<file path="src/dlps_pkg.sv">
// Purpose: constants and types of the line-program DMA sequencer
// Assumes: 12 channels, 32-bit dwords, byte addresses
// Notes: instruction layout and channel directions fixed here
// ===========================================================
package dlps_pkg;
  localparam int NCH = 12;
  localparam int DW = 32;
  localparam int FIFO_DEPTH = 4;
  localparam int ONCHIP_AW = 24;
  localparam logic [NCH-1:0] UP_CHANS = 12'hfc0;
  // ===========================================================
  // opcode and field layout of dword 0
  localparam int OPC_HI = 31;
  localparam int OPC_LO = 28;
  localparam int START_BIT = 27;
  localparam int END_BIT = 26;
  localparam int INSTR_INTERRUPT_ONE_BIT = 25;
  localparam int INSTR_INTERRUPT_TWO_BIT = 24;
  localparam int ONCHIP_BIT = 23;
  localparam int CNT_HI = 17;
  localparam int CNT_LO = 16;
  localparam int COUNT_HI = 11;
  localparam logic [3:0] OP_STORE = 4'h1;
  localparam logic [3:0] OP_CSTORE = 4'h2;
  localparam logic [3:0] OP_FETCH = 4'h3;
  localparam logic [3:0] OP_CFETCH = 4'h4;
  localparam logic [3:0] OP_DISCARD = 4'h5;
  localparam logic [3:0] OP_BRANCH = 4'h6;
  localparam logic [3:0] OP_REGDUMP = 4'h7;
  localparam logic [3:0] OP_CONSTDUMP = 4'h8;
  localparam logic [3:0] OP_MASKWR = 4'h9;
  localparam logic [1:0] CNT_INC = 2'h1;
  localparam logic [1:0] CNT_CLR = 2'h3;
  localparam logic [11:0] NO_ERR = 12'h000;

  typedef enum logic [2:0] {
    ST_IDLE, ST_FETCH, ST_EXEC, ST_XFER, ST_REGRD, ST_REGWR, ST_HOSTWR,
    ST_DONE
  } dlps_st_t;

  typedef struct packed {
    logic req;
    logic we;
    logic onchip;
    logic [31:0] addr;
    logic [31:0] wdata;
  } dlps_mem_t;

  typedef struct packed {
    logic req;
    logic we;
    logic [ONCHIP_AW-1:0] addr;
    logic [31:0] wdata;
  } dlps_reg_t;

  typedef struct packed {
    dlps_st_t st;
    logic [3:0] chan;
    logic [1:0] wIdx;
    logic [3:0][31:0] w;
    logic [10:0] beats;
    logic [NCH-1:0][31:0] pc;
    logic [NCH-1:0] onchip;
    logic [NCH-1:0][31:0] addr;
    logic [NCH-1:0] inLine;
    logic [NCH-1:0] running;
    logic [NCH-1:0][15:0] evCnt;
    logic [NCH-1:0] syncErr;
    logic [NCH-1:0] instr_interrupt_one;
    logic [NCH-1:0] instr_interrupt_two;
    dlps_mem_t mem;
    dlps_reg_t rg;
    logic [31:0] regVal;
    logic upValid;
    logic [31:0] upData;
  } dlps_state_t;

  function automatic logic [2:0] instrLen(input logic [3:0] op);
    unique case (op)
      OP_STORE, OP_FETCH, OP_BRANCH: instrLen = 3'd2;
      OP_REGDUMP, OP_CONSTDUMP: instrLen = 3'd3;
      OP_MASKWR: instrLen = 3'd4;
      default: instrLen = 3'd1;
    endcase
  endfunction : instrLen
endpackage : dlps_pkg

</file>
<file path="src/dlps_top.sv">
// Purpose: line-program DMA sequencer for 12 stream channels
// Assumes: memory, register and peripheral ports on core_clk
// Notes: one instruction in flight; channels served round robin
`timescale 1ns/1ns

// ===========================================================
// store-data FIFO
module dlps_fifo #(
  parameter int WIDTH = 32,
  parameter int DEPTH = 4
) (
  input wire logic clk,
  input wire logic rstnSync,
  input wire logic inValid,
  input wire logic [WIDTH-1:0] inData,
  output logic inReady,
  output logic outValid,
  output logic [WIDTH-1:0] outData,
  input wire logic outReady
);
  localparam int AW = $clog2(DEPTH);
  typedef struct packed {
    logic [DEPTH-1:0][WIDTH-1:0] mem;
    logic [AW-1:0] wp;
    logic [AW-1:0] rp;
    logic [AW:0] cnt;
    logic rdy;
  } dlps_fifo_st_t;
  dlps_fifo_st_t s, n;
  logic push, pop;

  always_comb begin
    n = s;
    push = inValid && s.rdy;
    pop = outReady && (s.cnt != '0);
    if (push) begin
      n.mem[s.wp] = inData;
      n.wp = s.wp + 1'b1;
    end
    if (pop) begin
      n.rp = s.rp + 1'b1;
    end
    n.cnt = s.cnt + (AW+1)'(push) - (AW+1)'(pop);
    n.rdy = n.cnt != (AW+1)'(DEPTH);
  end

  always_ff @(posedge clk or negedge rstnSync) begin
    if (!rstnSync) begin
      s <= '0;
    end else begin
      s <= n;
    end
  end

  assign inReady = s.rdy;
  assign outValid = s.cnt != '0;
  assign outData = s.mem[s.rp];
endmodule : dlps_fifo

// ===========================================================
// sequencer
module dlps_top (
  input wire logic core_clk,
  input wire logic rstn,
  input wire logic sequencerRun,
  input wire logic [11:0] progEnable,
  input wire logic [11:0] fifoEnable,
  input wire logic [11:0][31:0] initPc,
  input wire logic [11:0] initOnchip,
  input wire logic [11:0] syncErrClr,
  output dlps_pkg::dlps_mem_t memOut,
  input wire logic memAck,
  input wire logic [31:0] memRdata,
  output dlps_pkg::dlps_reg_t regOut,
  input wire logic regAck,
  input wire logic [31:0] regRdata,
  input wire logic periphValid,
  input wire logic [3:0] periphChan,
  input wire logic [31:0] periphData,
  output logic periphReady,
  output logic upValid,
  output logic [31:0] upData,
  output logic [11:0] irqOne,
  output logic [11:0] irqTwo,
  output logic [11:0] syncErr,
  output logic [11:0][15:0] evCount
);
  dlps_pkg::dlps_state_t s, n;
  logic [1:0] rstPipe_q;
  logic rstnSync;
  logic fifoOutValid, fifoPop, fifoPush;
  logic [31:0] fifoData;
  logic [3:0] op;
  logic [11:0] cnt;
  logic startF, endF, isUp, mism;
  logic [3:0] c;
  logic [31:0] base;

  always_ff @(posedge core_clk or negedge rstn) begin
    if (!rstn) begin
      rstPipe_q <= 2'h0;
    end else begin
      rstPipe_q <= {rstPipe_q[0], 1'b1};
    end
  end
  assign rstnSync = rstPipe_q[1];

  assign fifoPush = periphValid && fifoEnable[periphChan];

  dlps_fifo #(.WIDTH(dlps_pkg::DW), .DEPTH(dlps_pkg::FIFO_DEPTH)) uFifo (
    .clk(core_clk),
    .rstnSync(rstnSync),
    .inValid(fifoPush),
    .inData(periphData),
    .inReady(periphReady),
    .outValid(fifoOutValid),
    .outData(fifoData),
    .outReady(fifoPop)
  );

  function automatic logic [3:0] nextChan(input logic [3:0] cur,
                                          input logic [11:0] ok);
    logic [3:0] k;
    nextChan = 4'hf;
    for (int i = 12; i >= 1; i--) begin
      k = 4'((32'(cur) + i) % dlps_pkg::NCH);
      if (ok[k]) begin
        nextChan = k;
      end
    end
  endfunction : nextChan

  assign op = s.w[0][dlps_pkg::OPC_HI:dlps_pkg::OPC_LO];
  assign cnt = s.w[0][dlps_pkg::COUNT_HI:0];
  assign startF = s.w[0][dlps_pkg::START_BIT];
  assign endF = s.w[0][dlps_pkg::END_BIT];
  assign isUp = dlps_pkg::UP_CHANS[s.chan];

  always_comb begin
    unique case (op)
      dlps_pkg::OP_STORE, dlps_pkg::OP_FETCH, dlps_pkg::OP_DISCARD:
        mism = startF == s.inLine[s.chan];
      dlps_pkg::OP_CSTORE: mism = !s.inLine[s.chan] || isUp;
      dlps_pkg::OP_CFETCH: mism = !s.inLine[s.chan] || !isUp;
      default: mism = 1'b0;
    endcase
  end

  always_comb begin
    n = s;
    fifoPop = 1'b0;
    c = 4'h0;
    base = 32'h0;
    n.instr_interrupt_one = '0;
    n.instr_interrupt_two = '0;
    n.upValid = 1'b0;
    // set wins over clear
    n.syncErr = s.syncErr & ~syncErrClr;
    for (int i = 0; i < dlps_pkg::NCH; i++) begin
      if (!progEnable[i]) begin
        n.running[i] = 1'b0;
      end else if (!s.running[i]) begin
        n.running[i] = 1'b1;
        n.pc[i] = initPc[i];
        n.onchip[i] = initOnchip[i];
        n.inLine[i] = 1'b0;
      end
    end
    unique case (s.st)
      dlps_pkg::ST_IDLE: begin
        c = nextChan(s.chan, s.running & progEnable);
        if (c != 4'hf) begin
          n.chan = c;
          n.wIdx = 2'h0;
          n.st = dlps_pkg::ST_FETCH;
          n.mem = '{1'b1, 1'b0, s.onchip[c], s.pc[c], 32'h0};
        end
      end
      dlps_pkg::ST_FETCH: begin
        if (memAck) begin
          n.w[s.wIdx] = memRdata;
          if (3'(s.wIdx) + 3'h1 == dlps_pkg::instrLen(s.wIdx == 2'h0 ?
              memRdata[dlps_pkg::OPC_HI:dlps_pkg::OPC_LO] : op)) begin
            n.mem.req = 1'b0;
            n.st = dlps_pkg::ST_EXEC;
          end else begin
            n.wIdx = s.wIdx + 2'h1;
            n.mem.addr = s.mem.addr + 32'h4;
          end
        end
      end
      dlps_pkg::ST_EXEC: begin
        n.st = dlps_pkg::ST_DONE;
        if (mism) begin
          n.syncErr[s.chan] = 1'b1;
        end
        unique case (op)
          dlps_pkg::OP_STORE, dlps_pkg::OP_CSTORE, dlps_pkg::OP_FETCH,
          dlps_pkg::OP_CFETCH, dlps_pkg::OP_DISCARD: begin
            base = (op == dlps_pkg::OP_STORE || op == dlps_pkg::OP_FETCH) ?
                   s.w[1] : s.addr[s.chan];
            n.addr[s.chan] = base + 32'(cnt);
            n.inLine[s.chan] = !endF;
            n.beats = 11'((32'(cnt) + 32'h3) >> 2);
            n.mem = '{1'b0, 1'b0, 1'b0, base, 32'h0};
            if (cnt != 12'h0 && !(op == dlps_pkg::OP_DISCARD && isUp)) begin
              n.st = dlps_pkg::ST_XFER;
            end
          end
          dlps_pkg::OP_REGDUMP, dlps_pkg::OP_MASKWR: begin
            n.rg = '{1'b1, 1'b0, s.w[1][23:0], 32'h0};
            n.st = dlps_pkg::ST_REGRD;
          end
          dlps_pkg::OP_CONSTDUMP: begin
            n.mem = '{1'b1, 1'b1, 1'b0, s.w[2], s.w[1]};
            n.st = dlps_pkg::ST_HOSTWR;
          end
          default: begin
          end
        endcase
      end
      dlps_pkg::ST_XFER: begin
        if (op == dlps_pkg::OP_DISCARD) begin
          fifoPop = fifoOutValid;
          n.beats = s.beats - 11'(fifoOutValid);
        end else if (s.mem.req) begin
          if (memAck) begin
            n.mem.req = 1'b0;
            n.mem.addr = s.mem.addr + 32'h4;
            n.beats = s.beats - 11'h1;
            n.upValid = s.mem.we ? 1'b0 : 1'b1;
            n.upData = memRdata;
          end
        end else if (isUp) begin
          n.mem.req = fifoEnable[s.chan];
        end else if (fifoOutValid) begin
          fifoPop = 1'b1;
          n.mem.req = 1'b1;
          n.mem.we = 1'b1;
          n.mem.wdata = fifoData;
        end
        if (n.beats == 11'h0) begin
          n.st = dlps_pkg::ST_DONE;
        end
      end
      dlps_pkg::ST_REGRD: begin
        if (regAck) begin
          n.rg.req = 1'b0;
          n.regVal = regRdata;
          if (op == dlps_pkg::OP_MASKWR) begin
            n.rg = '{1'b1, 1'b1, s.w[1][23:0],
                     (regRdata & ~s.w[3]) | (s.w[2] & s.w[3])};
            n.st = dlps_pkg::ST_REGWR;
          end else begin
            n.mem = '{1'b1, 1'b1, 1'b0, s.w[2], regRdata};
            n.st = dlps_pkg::ST_HOSTWR;
          end
        end
      end
      dlps_pkg::ST_REGWR: begin
        if (regAck) begin
          n.rg.req = 1'b0;
          n.st = dlps_pkg::ST_DONE;
        end
      end
      dlps_pkg::ST_HOSTWR: begin
        if (memAck) begin
          n.mem.req = 1'b0;
          n.st = dlps_pkg::ST_DONE;
        end
      end
      dlps_pkg::ST_DONE: begin
        n.st = dlps_pkg::ST_IDLE;
        n.instr_interrupt_one[s.chan] = s.w[0][dlps_pkg::INSTR_INTERRUPT_ONE_BIT];
        n.instr_interrupt_two[s.chan] = s.w[0][dlps_pkg::INSTR_INTERRUPT_TWO_BIT];
        unique case (s.w[0][dlps_pkg::CNT_HI:dlps_pkg::CNT_LO])
          dlps_pkg::CNT_INC: n.evCnt[s.chan] = s.evCnt[s.chan] + 16'h1;
          dlps_pkg::CNT_CLR: n.evCnt[s.chan] = 16'h0;
          default: begin
          end
        endcase
        if (op == dlps_pkg::OP_BRANCH) begin
          n.onchip[s.chan] = s.w[0][dlps_pkg::ONCHIP_BIT];
          n.pc[s.chan] = s.w[0][dlps_pkg::ONCHIP_BIT] ?
                         {8'h0, s.w[1][23:0]} : s.w[1];
        end else begin
          n.pc[s.chan] = s.pc[s.chan] + {27'h0, dlps_pkg::instrLen(op), 2'h0};
        end
      end
    endcase
    if (s.st != dlps_pkg::ST_IDLE && !progEnable[s.chan]) begin
      n.st = dlps_pkg::ST_IDLE;
      n.mem.req = 1'b0;
      n.rg.req = 1'b0;
    end
    if (!sequencerRun) begin
      n = '0;
    end
  end

  always_ff @(posedge core_clk or negedge rstnSync) begin
    if (!rstnSync) begin
      s <= '0;
    end else begin
      s <= n;
    end
  end

  assign memOut = s.mem;
  assign regOut = s.rg;
  assign upValid = s.upValid;
  assign upData = s.upData;
  assign irqOne = s.instr_interrupt_one;
  assign irqTwo = s.instr_interrupt_two;
  assign syncErr = s.syncErr;
  assign evCount = s.evCnt;

  // ===========================================================
  // checks
  logic [31:0] pcCur;
  assign pcCur = s.pc[s.chan];
endmodule : dlps_top

</file>
<file path="config.mk">
export PLATFORM = sky130hd
export DESIGN_NAME = dlps_top
export DESIGN_NICKNAME = d
export VERILOG_FILES = /design/src/dlps_pkg.sv /design/src/dlps_top.sv
export SDC_FILE = /design/constraint.sdc
export NUM_CORES = 2
export LEC_CHECK = 0
export ABC_CLOCK_PERIOD_IN_PS = 49700
export BUFFER_PORTS_ARGS = -buffer_cell sky130_fd_sc_hd__buf_2
export CORE_ASPECT_RATIO = 0.5
export CORE_MARGIN = 3
export CORE_UTILIZATION = 30
export CTS_CLUSTER_SIZE = 24
export DETAILED_ROUTE_END_ITERATION = 10
export GPL_TIMING_DRIVEN = 0
export HOLD_SLACK_MARGIN = 0.1
export PLACE_DENSITY_LB_ADDON = 0.15
export SETUP_SLACK_MARGIN = 0.05
export SLEW_MARGIN = 20
export SYNTH_ARGS = -nofsm -noshare
export SYNTH_HDL_FRONTEND = slang
export SYNTH_SLANG_ARGS = --single-unit
</file>
<file path="constraint.sdc">
create_clock -name core_clk -period 49.7 [get_ports core_clk]
set_clock_uncertainty 0.05 [all_clocks]
set_input_delay 14.91 -clock core_clk [delete_from_list [all_inputs] [get_ports core_clk]]
set_output_delay 14.91 -clock core_clk [all_outputs]
set_load 0.05 [all_outputs]
</file>
==> impl_metrics.toml <==
[worst_setup_path]
crit_type = "primary input to flop"
cp.arrival_ns = 21.00
critPathSlowestCell = "clkbuf_1"
critPathLaunch = "progEnable[4]"
cp_max_fo = 10
slowest_delay_ns = 0.95
crit_chain = "buf_2 > and2_0 > mux4_2 > nor3b_1 > a211oi_4 > o221ai_1 > nand2_1 > nor2_1 > nor4_4 > inv_2 > buf_2 > nor2_1 > clkbuf_1 > a221oi_1 > o21ai_1 > a21oi_1"
critPathRequiredTime_ns = 50.33
regToRegStartpoint = "s[1365]"
end_kind = "flop"
start_kind = "primary input"

[timing]
rsz0062_at_grt = "false"
maxSlewViolCount = 0
relSlewSlack = 0.0269
worst_slew_pin_slew_ns = 1.44
fmaxAchievable_ghz = 0.0491
setup_violations = 0
fin_setup_tns_ns = 0
fin_crit_ns = 20.37
worst_slack_ns = 29.33
fin_crit_sh = 0.410
hold_violations = 0

[pwr]
p_sw_uw = 3220
clkPwrFrac = 0.207
p_int_uw = 3020
peakVddDrop_uv = 82.6
powerDensity_nw_per_um2 = 62.7
pwr-share-seq = 0.237
p_comb_frac = 0.556
leakage_uw = 0.0454
swShare = 0.516

[detailed_routing]
vias_per_cell = 6.05
first_pass_iters = 9
vias = 77500
drt-wirelength-per-cell_um = 39.2
drc = 0
wl_um = 502000
antenna_left = 0
dr.first_iter.drc_count = 11200

[die]
coreArea_um2 = 276000
num_io_pins = 925
fp.dieW_um = 753
dieHeight_um = 379
die_area_um2 = 286000
rows = 136
initial_core_util = 0.303

[synth]
yosys-top-cells-area = "dfrtp_1 44%, mux4_2 8.1%, mux2i_1 8.0%, a211oi_1 5.8%, a22o_1 5.1%"
synthFlopType = "dfrtp_1"
synth_cells = 7798
avgSynthCellArea_um2 = 10.7
ys_seq_elements = 1467
ys_types = 105
yosysTopAreaCellShare = 0.439
synth_edf_count = 0
synth.yosys.seq_area_share = 0.439
syn-cell-area_um2 = 83700
yosysWarnings = 0
synth_top_cell_by_area = "dfrtp_1"
async_flop_share = 1.00
syn_nets = 8403

[placed_design]
gp_congestion = 1.09
hpwl_um = 395000
post-place-ws_ns = 28.96
port_buffers = 922

[cts]
ctsResizeCount = 0
cts_max_level = 4
cts_tree = "done"
clk_pin_slew_worst_paths_ns = 0.06
cts.sinks = 1467
cts_hold_buf = 0
clock_path_buffers = 4
cts-root-buf = "clkbuf_16"
insertion_delay_ns = 0.88
cts_setup_buffers = 0
cts-buffers-inserted = 163

[min_path]
min_path_type = "flop to async pin"

[grt]
grtUsageMet3 = 0.134
antenna_found_initial = 73
grt_pass1_wl_um = 663000
gr-usage-met2 = 0.481
grt_pass1_vias = 73100
grt-ovfl-total = 0
grt_max_degree = 55
grtUsageTotal = 0.339
met1_usage = 0.445
grt_most_used_layer = "met2"

[finish]
post-route-util = 0.361
fin_nets = 9535
layout.cells.most_common_list = "1459 x dfrtp_1, 990 x buf_2, 666 x mux2i_1"
final_common_cell = "dfrtp_1"
syn2layout_area_growth_pct = 19.1
drive_gt1_frac = 0.257

[run_status]
status = "finished clean"

[run]
drv_cap = 0
## area by class of cell
class | count | area [µm²]
antenna | 47 | 118
buffer | 1101 | 6110
clock buffer | 232 | 4730
clock inverter | 52 | 568
fill | 28200 | 176000
inverter | 55 | 206
multi-input combinational | 5175 | 40900
sequential | 1467 | 36700
tap | 3726 | 4660
timing repair buffer | 967 | 5640
## cell usage after synthesis, types with 16 or more instances
library cell / n
clkbuf_1: 541
inv_1: 46
nand3_1: 76
mux4_2: 299
a221oi_1: 35
ha_1: 64
buf_6: 24
o21ai_0: 442
buf_2: 60
nor2_1: 451
and2_1: 39
o21ai_1: 46
a22o_1: 491
nor3b_1: 21
a211oi_1: 642
nor2b_1: 280
nand2b_1: 19
a21oi_1: 217
o311a_1: 16
buf_4: 430
mux2_2: 145
o211ai_1: 46
a31oi_1: 27
mux2_1: 39
o22ai_1: 50
nor3_1: 55
a21o_1: 16
nand3b_1: 20
nand2_1: 587
buf_1: 42
mux2i_1: 666
xnor2_1: 73
and3_1: 27
a222oi_1: 32
dfrtp_1: 1467
xor2_1: 36
## final timing paths
check	endpoint	slack, ns	cells after the start
setup / recovery	memOut[43]	29.33	16
hold / removal	evCount[150]	0.22	0
setup reg to reg	memOut[43]	35.92	31
hold reg to reg	evCount[150]	0.22	0
max in group asynchronous	rstPipe_q[1]	35.73	1
min in group core_clk	rstPipe_q[1]	0.30	0
## power groups by stage
stage               combinational, µW  sequential (µW)  clock [µW]
finish                           3470             1480        1290
global route                     3440             1490        1350
CTS                              3270             1470        1300
detailed placement               3260             1500           0
global placement                 3210             1520           0
floorplan                        1800             1450           0
## through the flow
stage	area [µm²]	instances	total power (µW)	hold slack, ns
after floorplan	83700	7798	3250	0.281
after global placement	92900	12400	4730	0.287
after detailed placement	94100	12500	4760	0.233
after CTS	99400	12800	6040	0.241
after global routing	99500	12800	6280	0.266
final	99600	12800	6240	0.224
## worst max-delay path, delay by kind of cell
| kind | cells | cell delay [ns] |
|---|---|---|
| simple gates | 6 | 2.25 |
| compound gates | 5 | 1.70 |
| buf+inv | 4 | 1.51 |
| mux | 1 | 0.58 |
## routing by layer
layer	part of all wire	vias to the layer above
li1	-	30900
met1	0.41	40500
met2	0.41	5011
met3	0.12	1100
met4	0.059	38
met5	0.0032	-
## flip-flops by register name (all words and copies together) (netlist names), 2 cells and up
name and cells:
irqTwo 12, upData 32, uFifo.s 135, rstPipe_q 2, evCount 192, regOut 58, s 926, irqOne 12
cnt 12, memOut 67, syncErr 12, op 4
## cells by family after synthesis
| kind of cell | after synthesis | share of synthesized area |
|---|---|---|
| AOI/OAI and AO/OA | 2197 | 0.187 |
| and+or+nand+nor | 1649 | 0.0920 |
| DFF | 1467 | 0.439 |
| buffers and inverters | 1156 | 0.0748 |
| muxes | 1150 | 0.185 |
| xor gates and xnor gates | 111 | 0.0118 |
| adders and majority gates | 67 | 0.0103 |
| other | 1 | 0.0000448 |
Power figures use the tool's default switching activity.
